## src/tca_pkg.sv

```systemverilog
/*
 * Shared constants and types for the tri-state conduit arbiter.
 * Assumes a single synchronous clock domain and an active-low asynchronous reset.
 */
package tca_pkg;
    // =========================================================================
    // Sizing defaults
    // =========================================================================
    localparam int TCA_NUM_MASTERS = 2;
    localparam int TCA_PIN_W = 16;
    localparam int TCA_PIN_W_MIN = 1;
    localparam int TCA_PIN_W_MAX = 1024;

    // =========================================================================
    // Timing counts in mclk cycles
    // =========================================================================
    localparam int TCA_SYNC_STAGES = 3;
    localparam int TCA_MIN_ACCESS = 2;
    localparam int TCA_RELEASE_LAG = 1;

    // =========================================================================
    // Reset values
    // =========================================================================
    localparam logic TCA_GRANT_RST = 1'b0;
    localparam logic TCA_OE_RST = 1'b0;
    localparam logic TCA_PIN_RST = 1'b0;

    // =========================================================================
    // Arbiter states
    // =========================================================================
    typedef enum logic {
        TCA_ARB_IDLE,
        TCA_ARB_OWNED
    } tca_arb_state_t;
endpackage

```

## src/tca_pin_sync.sv

```systemverilog
/*
 * Three-stage synchroniser for the shared pin inputs, with an agreement filter.
 * Assumes the pins are asynchronous to mclk and that ce freezes all state.
 */
`timescale 1ns/10ps
module tca_pin_sync #(
    parameter int W = tca_pkg::TCA_PIN_W
) (
    input wire logic mclk,
    input wire logic rst_b,
    input wire logic ce,
    input wire logic [W-1:0] pinRaw,
    output logic [W-1:0] pinSync
);
    import tca_pkg::*;

    logic [W-1:0] stage1;
    logic [W-1:0] stage2;
    logic [W-1:0] stage3;
    wire [W-1:0] agree = ~(stage2 ^ stage3);
    wire [W-1:0] next_pinSync = (agree & stage3) | (~agree & pinSync);

    // =========================================================================
    // Sampling chain
    // =========================================================================
    // A bit only moves once stages two and three agree, so a level that is
    // still settling in the first stage never reaches the masters.
    always_ff @(posedge mclk or negedge rst_b) begin
        if (!rst_b) begin
            stage1 <= {W{TCA_PIN_RST}};
            stage2 <= {W{TCA_PIN_RST}};
            stage3 <= {W{TCA_PIN_RST}};
            pinSync <= {W{TCA_PIN_RST}};
        end else if (ce) begin
            stage1 <= pinRaw;
            stage2 <= stage1;
            stage3 <= stage2;
            pinSync <= next_pinSync;
        end
    end
endmodule

```

## src/tca_arbiter.sv

```systemverilog
/*
 * Slave-side arbiter of a shared tri-state pin conduit: grants the pins to one
 * requesting master at a time and carries the owner's pin drive to the pads.
 * Assumes masters on mclk that keep their side of the request handshake,
 * and pads whose input level is asynchronous to mclk.
 */
// What this block does
// - Request with grant low asks now.
// - Request with grant high keeps next cycle.
// - Immediate re-request allows rearbitration or continuation.
// - Every access lasts at least two cycles.
// - Grant only answers a pending request.
// - Grant drops one cycle after request drops.
// - Sampled pin input is driven to masters.
// - Signals mean the same on both sides.
`timescale 1ns/10ps
module tca_arbiter #(
    parameter int NUM_MASTERS = tca_pkg::TCA_NUM_MASTERS,
    parameter int PIN_W = tca_pkg::TCA_PIN_W
) (
    input wire logic mclk,
    input wire logic rst_b,
    input wire logic ce,
    input wire logic [NUM_MASTERS-1:0] request,
    output logic [NUM_MASTERS-1:0] grant,
    input wire logic [NUM_MASTERS*PIN_W-1:0] masterOut,
    input wire logic [NUM_MASTERS-1:0] masterOutEn,
    output logic [PIN_W-1:0] pinIn,
    input wire logic [PIN_W-1:0] padIn,
    output logic [PIN_W-1:0] padOut,
    output logic padOutEn
);
    import tca_pkg::*;

    localparam int OWN_W = (NUM_MASTERS > 1) ? $clog2(NUM_MASTERS) : 1;

    // =========================================================================
    // Helper functions
    // =========================================================================
    // Round robin: the search starts just after the last owner, so a master
    // that re-requests at once only wins again when nobody else is waiting.
    function automatic logic [OWN_W-1:0] rrPick(
        input logic [NUM_MASTERS-1:0] req,
        input logic [OWN_W-1:0] last
    );
        logic [OWN_W-1:0] sel;
        logic found;
        int idx;
        sel = last;
        found = 1'b0;
        idx = 0;
        for (int k = 1; k <= NUM_MASTERS; k++) begin
            idx = (int'(last) + k) % NUM_MASTERS;
            if (!found && req[idx]) begin
                sel = OWN_W'(idx);
                found = 1'b1;
            end
        end
        return sel;
    endfunction

    function automatic logic [NUM_MASTERS-1:0] oneHot(input logic [OWN_W-1:0] idx);
        logic [NUM_MASTERS-1:0] v;
        v = '0;
        v[idx] = 1'b1;
        return v;
    endfunction

    // =========================================================================
    // Arbitration decode
    // =========================================================================
    tca_arb_state_t state;
    tca_arb_state_t next_state;
    logic [OWN_W-1:0] owner;
    logic [OWN_W-1:0] next_owner;
    logic [NUM_MASTERS-1:0] next_grant;
    logic [PIN_W-1:0] next_padOut;
    logic next_padOutEn;

    wire anyReq = |request;
    wire ownerReq = request[owner];
    wire [OWN_W-1:0] winner = rrPick(request, owner);
    wire isOwned = (state == TCA_ARB_OWNED);
    wire [PIN_W-1:0] ownerOut = masterOut[int'(owner)*PIN_W +: PIN_W];

    // new award
    // A request seen while idle asks for this cycle; the grant follows on the
    // next edge, which also makes an access span at least two cycles.
    // hold or release
    // The owner keeps the pins while its request stays high; the cycle after
    // it drops request, the grant falls and the arbiter is free again.
    always_comb begin
        next_state = state;
        next_owner = owner;
        unique case (state)
            TCA_ARB_IDLE: begin
                if (anyReq) begin
                    next_state = TCA_ARB_OWNED;
                    next_owner = winner;
                end
            end
            TCA_ARB_OWNED: begin
                if (!ownerReq) begin
                    next_state = TCA_ARB_IDLE;
                end
            end
        endcase
    end

    assign next_grant = (next_state == TCA_ARB_OWNED) ? oneHot(next_owner) : '0;

    // pin drive pass
    // Only the current owner's value and enable reach the pads; with no owner
    // the pads are released so no two masters can ever contend.
    assign next_padOut = isOwned ? ownerOut : padOut;
    assign next_padOutEn = isOwned & masterOutEn[owner];

    // =========================================================================
    // State registers
    // =========================================================================
    // reset to idle
    always_ff @(posedge mclk or negedge rst_b) begin
        if (!rst_b) begin
            state <= TCA_ARB_IDLE;
            owner <= '0;
            grant <= {NUM_MASTERS{TCA_GRANT_RST}};
            padOut <= {PIN_W{TCA_PIN_RST}};
            padOutEn <= TCA_OE_RST;
        end else if (ce) begin
            state <= next_state;
            owner <= next_owner;
            grant <= next_grant;
            padOut <= next_padOut;
            padOutEn <= next_padOutEn;
        end
    end

    // =========================================================================
    // Pad input path
    // =========================================================================
    // sampled input
    tca_pin_sync #(
        .W(PIN_W)
    ) u_pin_sync (
        .mclk(mclk),
        .rst_b(rst_b),
        .ce(ce),
        .pinRaw(padIn),
        .pinSync(pinIn)
    );

    for (genvar i = 0; i < NUM_MASTERS; i++) begin : g_chk

    end
endmodule

```

## config.mk

```make
export PLATFORM = sky130hd
export DESIGN_NAME = tca_arbiter
export DESIGN_NICKNAME = d
export VERILOG_FILES = /design/src/tca_pkg.sv /design/src/tca_pin_sync.sv /design/src/tca_arbiter.sv
export SDC_FILE = /design/constraint.sdc
export NUM_CORES = 1
export LEC_CHECK = 0
export BUFFER_PORTS_ARGS = -buffer_cell sky130_fd_sc_hd__buf_2
export CELL_PAD_IN_SITES_DETAIL_PLACEMENT = 0
export CELL_PAD_IN_SITES_GLOBAL_PLACEMENT = 2
export CORE_MARGIN = 10
export CORE_UTILIZATION = 27
export DETAILED_ROUTE_END_ITERATION = 7
export PLACE_DENSITY_LB_ADDON = 0.1
export SYNTH_ARGS = -nofsm -noshare
export SYNTH_HDL_FRONTEND = slang
export SYNTH_HIERARCHICAL = 1
export SYNTH_SLANG_ARGS = --single-unit
```

## constraint.sdc

```tcl
create_clock -name mclk -period 1.43 [get_ports mclk]
set_input_delay 0.0715 -clock mclk [delete_from_list [all_inputs] [get_ports mclk]]
set_output_delay 0.0715 -clock mclk [all_outputs]
set_load 0.05 [all_outputs]
```

# Yosys cells after proc, flatten, opt, wreduce, memory -nomap -nowiden
# Index checks and enable logic that the tools add are counted.
totals:
  output_inout_bits: 35
  word_cells: 53
  in_bits: 55
  ff_bits: 85
op_classes:
  n_mux: 21
  bitwise_logic: 10
  add_sub_neg: 2
  reduce_logical: 5
  magnitude_cmp: 5
  shifts: 1
ops:
  columns: ["operator", "n"]
  rows:
  - ["$and 16x16->16", 2]
  - ["$not 16->16", 2]
  - ["$shiftx 32x6->16", 1]
  - ["$mux 1", 18]
  - ["$or 16x16->16", 1]
  - ["$xor 16x16->16", 1]
  - ["$lt 2x3->1 const B", 2]
  - ["$lt 1x2->1 const B", 2]
  - ["$add 1x1->1 const B", 2]
  - ["$and 1x1->1 const A", 2]
  - ["$logic_and 1x1->1", 2]
  - ["$mux 2", 1]
  - ["$pmux 1 s2", 1]
  - ["$reduce_and 2->1", 1]
  - ["$reduce_or 2->1", 1]
  - ["$and 1x1->1", 1]
  - ["$demux 1 s1", 1]
  - ["$ge 1x1->1 const B", 1]
  - ["$logic_not 1->1", 1]
  - ["$not 1->1", 1]

# Depth between registers and ports, before layout
# Gate-level depths: netlist of run 1.
logic_depth:
  word_depth: 16
  ltp_mapped: 5
  ltp_nobuf: 2

# Cells and area by module
# Netlist of run 1, hierarchy kept.
by_module_without_submodules:
  columns: ["mod", "seq_area_each_um2", "cells_each", "n_inst", "area_per_inst_um2"]
  rows:
  - ["tca_pin_sync", 1601.5, 190, 1, 2596.2]
  - ["tca_arbiter", 525.5, 99, 1, 1044.8]

# Worst setup path after synthesis of run 1
# OpenSTA, ideal clock, no wires.
synth_timing:
  kind: "register to register"
  startpoint: "register owner"
  endpoint: "register grant[0]"
  path_slack_ps: 271
  required_time_ps: 1310
  arrival_ps: 1038
  stages_incl_launch_ff: 4
  cell_sequence: "dfrtp_1 > clkbuf_2 > or3b_1 > a41o_1"
synth_via:
  elab_chain_len: 15
  word_cells_on_any_way: 25
  classes_between: "add/sub (2); order compare (2); mux (18); reduce/logical (3)"
synth_rtl:
  columns: ["element", "line", "rtl"]
  rows:
  - ["start, declared", "tca_arbiter.sv:74", "logic [OWN_W-1:0] owner;"]
  - ["start signal, assigned", "tca_arbiter.sv:131", "owner <= next_owner;"]
  - ["$add 1x1->1", "tca_arbiter.sv:53", "idx = (int'(last) + k) % NUM_MASTERS;"]
  - ["$mux 1 (not written as such) (3 in series)", "tca_arbiter.sv:54", "if (!found && req[idx]) begin"]
  - ["$mux 1", "tca_arbiter.sv:54", null]
  - ["$logic_not 1->1", "tca_arbiter.sv:54", null]
  - ["$logic_and 1x1->1", "tca_arbiter.sv:54", null]
  - ["$mux 1", "tca_arbiter.sv:54", null]
  - ["$mux 1", "tca_arbiter.sv:97", "if (anyReq) begin"]
  - ["$mux 1", "tca_arbiter.sv:95", "unique case (state)"]
  - ["$lt 1x2->1 (not written as such) / $ge 1x1->1 (equally long branches)", "tca_arbiter.sv:65", "v[idx] = 1'b1;"]
  - ["$logic_and 1x1->1 (not written as such)", "tca_arbiter.sv:65", null]
  - ["$mux 1 (not written as such)", "tca_arbiter.sv:65", null]
  - ["$demux 1 s1", "tca_arbiter.sv:65", null]
  - ["$mux 2 (*)", "tca_arbiter.sv:110", "assign next_grant = (next_state == TCA_ARB_OWNED) ? oneHot(next_owner) : '0;"]
  - ["end signal, assigned", "tca_arbiter.sv:126", "grant <= {NUM_MASTERS{TCA_GRANT_RST}};"]
  - ["end signal, assigned", "tca_arbiter.sv:132", "grant <= next_grant;"]
  - ["end, declared", "tca_arbiter.sv:25", "output logic [NUM_MASTERS-1:0] grant,"]
# Mark *: on every way between the ends. The rest lies on a longest branch, timed or not. The select of a mux whose other input is x is not followed.
# A chain may end at the register's enable or synchronous reset.

# Worst setup path after layout of run 1
layout_timing:
  startpoint: "register state, in the netlist isOwned"
  endpoint: "register state, in the netlist isOwned"
layout_via:
  elab_chain_len: 2
layout_rtl:
  columns: ["element", "line", "rtl"]
  rows:
  - ["start, declared", "tca_arbiter.sv:72", "tca_arb_state_t state;"]
  - ["start signal, assigned", "tca_arbiter.sv:130", "state <= next_state;"]
  - ["$not 1->1", null, null]
  - ["$pmux 1 s2 (*)", "tca_arbiter.sv:95", null]
# Mark *: on every way between the ends. The rest lies on a longest branch, timed or not.

==> flow_metrics.py, run 1 <==
metrics = {
    "status": {
        "outcome": "finished, final reports clean",
    },
    "final_layout": {
        "layout.nets": 451,
        "regArea_sq_um": 2130,
        "drive_gt1_frac": 0.379,
        "diodes": 0,
        "stdcell_count": 577,
        "utilization": 0.360,
        "multiInputGateArea_sq_um": 1300,
        "nFillCells": 1366,
        "area_growth_pct": 30.9,
    },
    "placement": {
        "dp_hpwl_um": 5490,
        "io_buffers": 89,
        "place_congestion": 0.678,
        "dpl.cell_count": 544,
    },
    "timing": {
        "slew_headroom": 0.683,
        "finClkSkew_ps": 3.23,
        "min_period_ps": 1160,
        "fmax_mhz": 860,
        "rsz0062_at_grt": "no",
        "hold_viol": 0,
        "fin_crit_sh": 0.813,
        "finalSetupViolations": 0,
        "tightest_slew_ps": 475,
        "fin_setup_tns_ps": 0,
        "report.final.slew_viol_count": 0,
    },
    "grt": {
        "grt_pass1_wl_um": 13400,
        "met2_usage": 0.130,
        "grt_overflow": 0,
        "grt_max_degree": 86,
        "gr-usage-met1": 0.120,
        "grt_pass1_vias": 2509,
        "grt_use_total": 0.0920,
        "antenna_found_initial": 0,
        "grt_util_met3": 0.0299,
        "busiest_layer": "met2",
    },
    "power_and_ir_drop": {
        "power_frac_comb": 0.378,
        "power.total_mw": 9.46,
        "p_leak_nw": 2.18,
        "peakVddDrop_mv": 0.826,
        "intPower_mw": 5.66,
        "power.switching_mw": 3.80,
        "powerDensity_nw_per_um2": 1990,
        "seqPwrFrac": 0.364,
        "pwr-share-clk": 0.258,
        "sw_frac_of_total": 0.401,
    },
    "setup_path": {
        "critPathKind": "reg2reg",
        "worstPathRequired_ps": 1680,
        "endpoint_kind": "flop",
        "startpoint": "isOwned$_DFFE_PN0P_",
        "reg2regPathDepth": 4,
        "worst_setup_path_start_kind": "flop",
        "rr_endpoint": "isOwned$_DFFE_PN0P_",
        "rrSetupSlack_ps": 270,
        "path_max_fanout": 11,
        "cp-endpoint": "isOwned$_DFFE_PN0P_",
        "r2r_start": "isOwned$_DFFE_PN0P_",
        "cp.arrival_ps": 1420,
    },
    "floorplanning": {
        "num_rows": 42,
        "die-area_sq_um": 18500,
        "core_area_sq_um": 13200,
        "die_h_um": 136,
        "ios": 90,
        "start_util": 0.275,
        "die_x_um": 136,
    },
    "synth": {
        "synth-seq-area-share": 0.584,
        "synth_top_area_cell": "dfrtp_1",
        "synthTopCellsByCount": "dfrtp_1 (85), a21oi_1 (42), mux2_2 (38)",
        "ys_seq_elements": 85,
        "synthCells": 289,
        "syn-cell-area_sq_um": 3640,
        "synth.most_common_cell": "dfrtp_1",
        "synthTopCellsByArea": "dfrtp_1 (58%), mux2_2 (12%), a21oi_1 (5.8%)",
        "ys_warn_count": 6,
        "avgSynthCellArea_sq_um": 12.6,
        "synth.distinct_cells": 25,
        "synth.top_cell.area_share": 0.584,
        "synth_edf_count": 0,
        "ys_async_sr_fraction": 1.00,
        "synth_flop_cell": "dfrtp_1",
        "syn_nets": 344,
    },
    "routing": {
        "antenna_left": 0,
        "drt_iter0_drc": 69,
        "drc": 0,
        "wl_per_cell_um": 14.2,
        "viasPerCell": 4.40,
        "wl_um": 8210,
        "firstDrtPassIters": 4,
        "vias": 2538,
    },
    "clock_network": {
        "clkLatencyLatePin_ps": 340,
        "cts_max_level": 3,
        "cts-root-buf": "clkbuf_16",
        "cts_tree": "done",
        "cts_buffer_depth": 2,
        "clkSlewWorstSetupHoldPaths_ps": 60,
        "post_cts_buffers": 0,
        "clock_sinks": 85,
        "cts_buffers": 9,
    },
    "worst_hold_path": {
        "holdPathStages": 3,
        "hp-class": "in2reg",
    },
    "run": {
        "drv_cap": 0,
    },
}
==> through the flow <==
stage / setup WS [ps] / instance area, sq um / hold WS (ps)
after floorplan: 271 / 3640 / -224
after global placement: 281 / 4280 / 158
after detailed placement: 269 / 4280 / 156
after CTS: 254 / 4770 / 20.6
after global routing: 203 / 4770 / 34.3
final: 268 / 4770 / 35.3
==> how the worst min path moves through the flow <==
stage	start	to
finish	masterOut[15]	padOut[15]$_DFFE_PN0P_
global route	masterOut[7]	padOut[7]$_DFFE_PN0P_
CTS	masterOut[9]	padOut[9]$_DFFE_PN0P_
detailed placement	rst_b	padOut[4]$_DFFE_PN0P_
global placement	rst_b	async pin
floorplan	rst_b	grant[0]$_DFFE_PN0P_
==> critical path, stage by stage, from the launching register on <==
cell	delay (ps)
dfrtp_1	420
buf_4	170
and2_1	140
buf_4	180
a22oi_1	170
==> layout make-up <==
| class | count | share of cell area |
|---|---|---|
| clock buffers | 13 | 0.0567 |
| repair buffers | 116 | 0.159 |
| flip-flops and latches | 85 | 0.446 |
| inverters | 12 | 0.00945 |
| well taps | 176 | 0.0462 |
| multi-input cells | 172 | 0.273 |
| clock inverters | 3 | 0.00893 |
==> cell families (layout without fill, tap and decap cells) <==
kind of cell | Yosys count | after routing | synth area share
compound gates | 80 | 80 | 0.136
buf+inv | 32 | 144 | 0.0581
flops | 85 | 85 | 0.584
mux | 56 | 56 | 0.167
simple gates | 36 | 36 | 0.0550
==> per-layer routing <==
layer | wire [um] | share of wire
met1 | 3900 | 0.47
met2 | 3600 | 0.44
met3 | 551 | 0.067
met4 | 157 | 0.019
met5 | 0 | 0
==> cells in the final DEF, fill, tap and decap left out <==
cell           synthesis  layout
a21o_1                 6       6
a21oi_1               42      42
a22o_1                 6       6
a22oi_1                1       1
a32o_1                 1       1
a41o_1                 2       2
and2_1                 1       1
buf_12                 0       5
buf_2                  6      87
buf_4                  3       7
bufinv_16              0       1
clkbuf_1               1       1
clkbuf_16              0       9
clkbuf_8               0       3
clkinv_2               0       1
clkinvlp_4             0       1
dfrtp_1               85      85
dlygate4sd3_1          0      17
inv_1                 12      12
mux2_2                38      38
mux2i_1               18      18
nand2_1               12      12
nand2b_1              17      17
nand3b_1               2       2
nor2b_1                3       3
o21ai_0               11      11
o22ai_1                1       1
o2bb2ai_1             10      10
or3b_1                 1       1
==> power by group through the flow <==
stage / sequential [mW] / clock, mW / combinational, mW
final: 3.45 / 2.44 / 3.57
after global routing: 3.54 / 2.63 / 3.85
after CTS: 3.46 / 2.54 / 3.65
after detailed placement: 3.49 / 0 / 3.62
after global placement: 3.49 / 0 / 3.59
after floorplan: 4.93 / 0 / 1.19
==> what timing repair did <==
action / CTS / global route
hold buffers: 17 / 0
resized for setup: 0 / 0
hold endpoints to repair: 101 / 0
Power figures use the tool's default switching activity.
==> inputs of run 2 (changes only) <==
==> constraint.sdc (replaced) <==
create_clock -name mclk -period 1.1 [get_ports mclk]
set_input_delay 0.055 -clock mclk [delete_from_list [all_inputs] [get_ports mclk]]
set_output_delay 0.055 -clock mclk [all_outputs]
set_load 0.05 [all_outputs]
==> run 2 against run 1 <==
Effect of this change: count of clock-buffer cells in the layout increased by 1; setup slack got worse by 240 ps; clock power increased by 23%; die area unchanged; global-route usage increased by 0.23 points; worst hold slack got worse by 22 ps; power increased by 30%; sequential cell count unchanged; sequential share of layout area decreased by 0.83 points; clock skew increased by 3.1 ps.
==> flow_metrics.py, run 2 (synthesis results as in run 1) <==
metrics = {
    "power_and_ir_drop": {
        "powerDensity_nw_per_um2": 2530,
        "peakVddDrop_mv": 0.715,
        "p_leak_nw": 2.22,
    },
    "floorplanning": {
        "start_util": 0.275,
        "die-area_sq_um": 18500,
        "ios": 90,
        "die_h_um": 136,
        "core_area_sq_um": 13200,
        "num_rows": 42,
        "die_x_um": 136,
    },
    "final_layout": {
        "layout_common_cells": "buf_2 (83), dfrtp_1 (78), a21oi_1 (39)",
        "layout_commonest_cell": "buf_2",
        "diodes": 0,
        "drive_gt1_frac": 0.405,
        "area_growth_pct": 33.9,
        "layout.nets": 462,
        "design_area_sq_um": 4880,
    },
    "clock_network": {
        "cts_tree": "done",
        "cts_buffer_depth": 2,
        "clkLatencyLatePin_ps": 340,
        "clkSlewWorstSetupHoldPaths_ps": 60,
        "cts_buffers": 9,
        "cts-root-buf": "clkbuf_16",
        "cts_max_level": 3,
        "clock_sinks": 85,
    },
    "setup_path": {
        "critPathKind": "reg2reg",
        "critical_path_buf_inv_count": 0,
        "path_max_fanout": 6,
        "worst_setup_path_start_kind": "flop",
        "path_delay_family": "flip-flops",
        "cpPeakStageDelay_ps": 440,
        "worstPathRequired_ps": 1330,
        "endpoint_kind": "flop",
        "r2r_start": "owner$_DFFE_PN0P_",
        "slowest_stage": "dfrtp_2",
        "crit_chain": "or3b_1, a41o_1",
        "cp.arrival_ps": 1300,
        "rrSetupSlack_ps": 30,
        "reg2regPathDepth": 2,
        "rr_endpoint": "grant[0]$_DFFE_PN0P_",
    },
    "placement": {
        "dp_hpwl_um": 5850,
        "io_buffers": 89,
        "place_congestion": 0.697,
        "placedInstanceArea_sq_um": 4340,
        "dp_worst_setup_slack_ps": -56.3,
    },
    "grt": {
        "grt_pass1_wl_um": 13700,
        "antenna_found_initial": 0,
        "grt_use_total": 0.0943,
        "grt_max_degree": 48,
        "grt_overflow": 0,
        "grt_pass1_vias": 2645,
    },
    "timing": {
        "fin_crit_sh": 0.977,
        "min_period_ps": 1070,
        "finClkSkew_ps": 6.38,
        "report.final.slew_viol_count": 0,
        "fin_setup_tns_ps": 0,
        "hold_viol": 0,
        "fmax_mhz": 931,
        "rsz0062_at_grt": "yes",
        "finalSetupViolations": 0,
        "slew_headroom": 0.809,
        "tightest_slew_ps": 286,
        "layout_setup_ws_ps": 25.6,
    },
    "routing": {
        "drc": 0,
        "wl_per_cell_um": 14.1,
        "firstDrtPassIters": 4,
        "vias": 2570,
        "wl_um": 8290,
        "viasPerCell": 4.37,
        "drt_iter0_drc": 83,
        "antenna_left": 0,
    },
    "worst_hold_path": {
        "holdPathStages": 3,
        "hp-class": "in2reg",
        "hold_path_end": "padOut[7]$_DFFE_PN0P_",
        "hp-start": "masterOut[23]",
    },
    "status": {
        "outcome": "finished, final reports clean",
    },
    "run": {
        "drv_cap": 0,
    },
}
## run 2: final cells by class
type / instances / area [sq um]
Tap cell: 176 / 220
Sequential cell: 85 / 2140
Clock buffer: 14 / 254
Inverter: 12 / 45.0
Fill cell: 1334 / 8370
Clock inverter: 2 / 35.0
Timing Repair Buffer: 127 / 868
Multi-Input combinational cell: 172 / 1320
## run 2: stage by stage
stage	total power, mW	hold slack (ps)	utilization	cells
finish	12.3	13.7	0.368	588
floorplan	7.97	-241	-	289
global route	13.1	19.9	0.368	588
CTS	12.5	0.375	0.365	587
global placement	9.28	-34.4	0.327	550
detailed placement	9.32	-37.4	0.327	550
## run 2: how the worst max path moves through the flow
stage	startpoint	cells after the start	slack, ps	to
2_1_floorplan	owner$_DFFE_PN0P_	3	10	grant[0]$_DFFE_PN0P_
3_3_place_gp	owner$_DFFE_PN0P_	3	-10	padOut[4]$_DFFE_PN0P_
3_5_place_dp	owner$_DFFE_PN0P_	3	-60	padOutEn$_DFFE_PN0P_
4_1_cts	flop	1	5	pinIn[7]
5_1_grt	owner$_DFFE_PN0P_	3	-20	grant[1]$_DFFE_PN0P_
6_report	owner$_DFFE_PN0P_	2	30	grant[0]$_DFFE_PN0P_
## run 2: power by group
group	internal, mW	switching (mW)
clock	1.82	1.17
sequential	3.97	0.532
combinational	1.63	3.21
## run 2: layer usage
| layer | vias to the layer above | track usage | wire [um] |
|---|---|---|---|
| li1 | 1250 | - | - |
| met1 | 1231 | 0.118 | 3890 |
| met2 | 75 | 0.140 | 3620 |
| met3 | 14 | 0.0306 | 609 |
| met4 | 0 | 0.0550 | 167 |
| met5 | - | 0 | 0 |
## run 2: worst min-delay path, stage by stage
cell     delay, ps
buf_2           70
mux2i_1         50
a21oi_1        130
## run 2: what timing repair did
action | in CTS | in global routing
setup endpoints to repair | 11 | 11
endpoints found under the hold margin | 104 | 0
hold buffers | 21 | 0
pin swaps | 0 | 0
resized for setup | 2 | 10
setup buffers | 0 | 1
==> inputs of run 3 (changes only) <==
==> constraint.sdc (replaced) <==
create_clock -name mclk -period 1.1 [get_ports mclk]
set_input_delay 0.33 -clock mclk [delete_from_list [all_inputs] [get_ports mclk]]
set_output_delay 0.33 -clock mclk [all_outputs]
set_load 0.05 [all_outputs]
==> run 3 against run 2 <==
Effect of this change: the run now ends with setup timing left; count of clock-buffer cells in the layout shrank 2; first-iteration DRC count grew 64%; critical path depth shrank 1; setup slack lost 170 ps; combinational power grew 29%; sequential cell count is the same; critical path type is now reg2out; register-to-register slack lost 60 ps; clock skew shrank 1.7 ps; clock power grew 10%; worst hold slack gained 210 ps; critical endpoint is now pinIn[0]; routed wire length grew 4.3%; sequential power grew 2%.
==> flow_metrics.py, run 3 (synthesis results as in run 1) <==
metrics = {
    "status": {
        "outcome": "finished, violations left",
        "violations": "setup timing",
    },
    "clock_network": {
        "clock_sinks": 85,
        "cts_max_level": 3,
        "clkSlewWorstSetupHoldPaths_ps": 60,
        "clkLatencyLatePin_ps": 340,
        "cts_tree": "done",
        "cts_buffer_depth": 2,
        "cts-root-buf": "clkbuf_16",
        "cts_buffers": 9,
    },
    "grt": {
        "grt_pass1_wl_um": 14500,
        "antenna_found_initial": 0,
        "grt_pass1_vias": 2877,
        "grt_overflow": 0,
        "grt_max_degree": 28,
        "grt_use_total": 0.0984,
    },
    "setup_path": {
        "cp.depth": 1,
        "cp-endpoint": "pinIn[0]",
        "critPathKind": "reg2out",
        "crit_chain": "buf_6",
        "endpoint_kind": "output pin",
        "worst_setup_path_start_kind": "flop",
        "r2r_start": "owner$_DFFE_PN0P_",
        "path_max_fanout": 2,
        "rrSetupSlack_ps": -30,
        "rr_endpoint": "grant[0]$_DFFE_PN0P_",
        "cpPeakStageDelay_ps": 410,
        "slowest_stage": "dfrtp_1",
        "critical_path_buf_inv_count": 1,
        "worstPathRequired_ps": 770,
        "reg2regPathDepth": 2,
        "path_delay_family": "flip-flops",
        "cp.arrival_ps": 910,
    },
    "floorplanning": {
        "die-area_sq_um": 18500,
        "die_h_um": 136,
        "die_x_um": 136,
        "start_util": 0.275,
        "core_area_sq_um": 13200,
        "num_rows": 42,
        "ios": 90,
    },
    "final_layout": {
        "drive_gt1_frac": 0.475,
        "layout.nets": 475,
        "diodes": 0,
        "area_growth_pct": 43.1,
        "layout_common_cells": "dfrtp_1 (78), buf_2 (52), a21oi_1 (42)",
        "layout_commonest_cell": "dfrtp_1",
        "design_area_sq_um": 5210,
    },
    "routing": {
        "viasPerCell": 4.39,
        "vias": 2637,
        "antenna_left": 0,
        "drc": 0,
        "wl_um": 8650,
        "drt_iter0_drc": 136,
        "firstDrtPassIters": 4,
        "wl_per_cell_um": 14.4,
    },
    "timing": {
        "slew_headroom": 0.888,
        "layout_setup_ws_ps": -143,
        "report.final.slew_viol_count": 0,
        "fin_crit_sh": 1.13,
        "finalSetupViolations": 36,
        "rsz0062_at_grt": "yes",
        "finClkSkew_ps": 4.65,
        "fmax_mhz": 804,
        "tightest_slew_ps": 164,
        "hold_viol": 0,
        "min_period_ps": 1240,
    },
    "run": {
        "drv_cap": 0,
    },
    "power_and_ir_drop": {
        "powerDensity_nw_per_um2": 2710,
        "peakVddDrop_mv": 1.10,
        "p_leak_nw": 2.41,
    },
    "placement": {
        "place_congestion": 0.677,
        "dp_worst_setup_slack_ps": -85.4,
        "io_buffers": 89,
        "placedInstanceArea_sq_um": 4390,
        "dp_hpwl_um": 6150,
    },
    "worst_hold_path": {
        "holdPathStages": 2,
        "hp-class": "in2reg",
    },
}
## run 3: repair_timing
action,CTS,global route
gates resized for setup,73,7
hold buffers,1,0
setup buffers,25,5
endpoints found under the hold margin,6,0
endpoints found under the setup margin,50,42
## run 3: final cells by class
class                   instances  area (sq um)
clock buffers                  12           256
clock inverters                 4          70.1
fillers                      1323          8030
inverters                      12          45.0
multi-input cells             172          1320
flip-flops and latches         85          2140
well taps                     176           220
repair buffers                140          1160
## run 3: how the worst min path moves through the flow
stage / from / endpoint / slack, ps
4_1_cts: padIn[5] / u_pin_sync/stage1[5]$_DFFE_PN0P_ / 210
3_3_place_gp: rst_b / padOut[5]$_DFFE_PN0P_ / 180
5_1_grt: padIn[6] / u_pin_sync/stage1[6]$_DFFE_PN0P_ / 210
6_report: padIn[6] / u_pin_sync/stage1[6]$_DFFE_PN0P_ / 220
2_1_floorplan: rst_b / grant[0]$_DFFE_PN0P_ / 30
3_5_place_dp: rst_b / padOut[5]$_DFFE_PN0P_ / 180
## run 3: per-layer routing
| layer | track usage | up-vias | routed length, um |
|---|---|---|---|
| met4 | 0.0479 | 0 | 155 |
| met2 | 0.150 | 68 | 3930 |
| met5 | 0 | - | 0 |
| met3 | 0.0299 | 11 | 591 |
| li1 | - | 1277 | - |
| met1 | 0.124 | 1281 | 3970 |
## run 3: power by group
part / internal [mW] / switching (mW) / total, mW
logic: 2.81 / 3.41 / 6.22
clock network: 2.11 / 1.19 / 3.30
registers: 3.98 / 0.626 / 4.60
total: 8.90 / 5.23 / 14.1
## run 3: through the flow
step | util | setup TNS (ps) | power [mW] | hold WS [ps] | instances
floorplan | - | 0 | 7.97 | 34.4 | 289
global placement | 0.332 | -3320 | 9.30 | 185 | 554
detailed placement | 0.332 | -3730 | 9.35 | 184 | 554
CTS | 0.388 | -4920 | 14.1 | 207 | 596
global route | 0.393 | -5500 | 15.0 | 215 | 601
finish | 0.393 | -4170 | 14.1 | 224 | 601
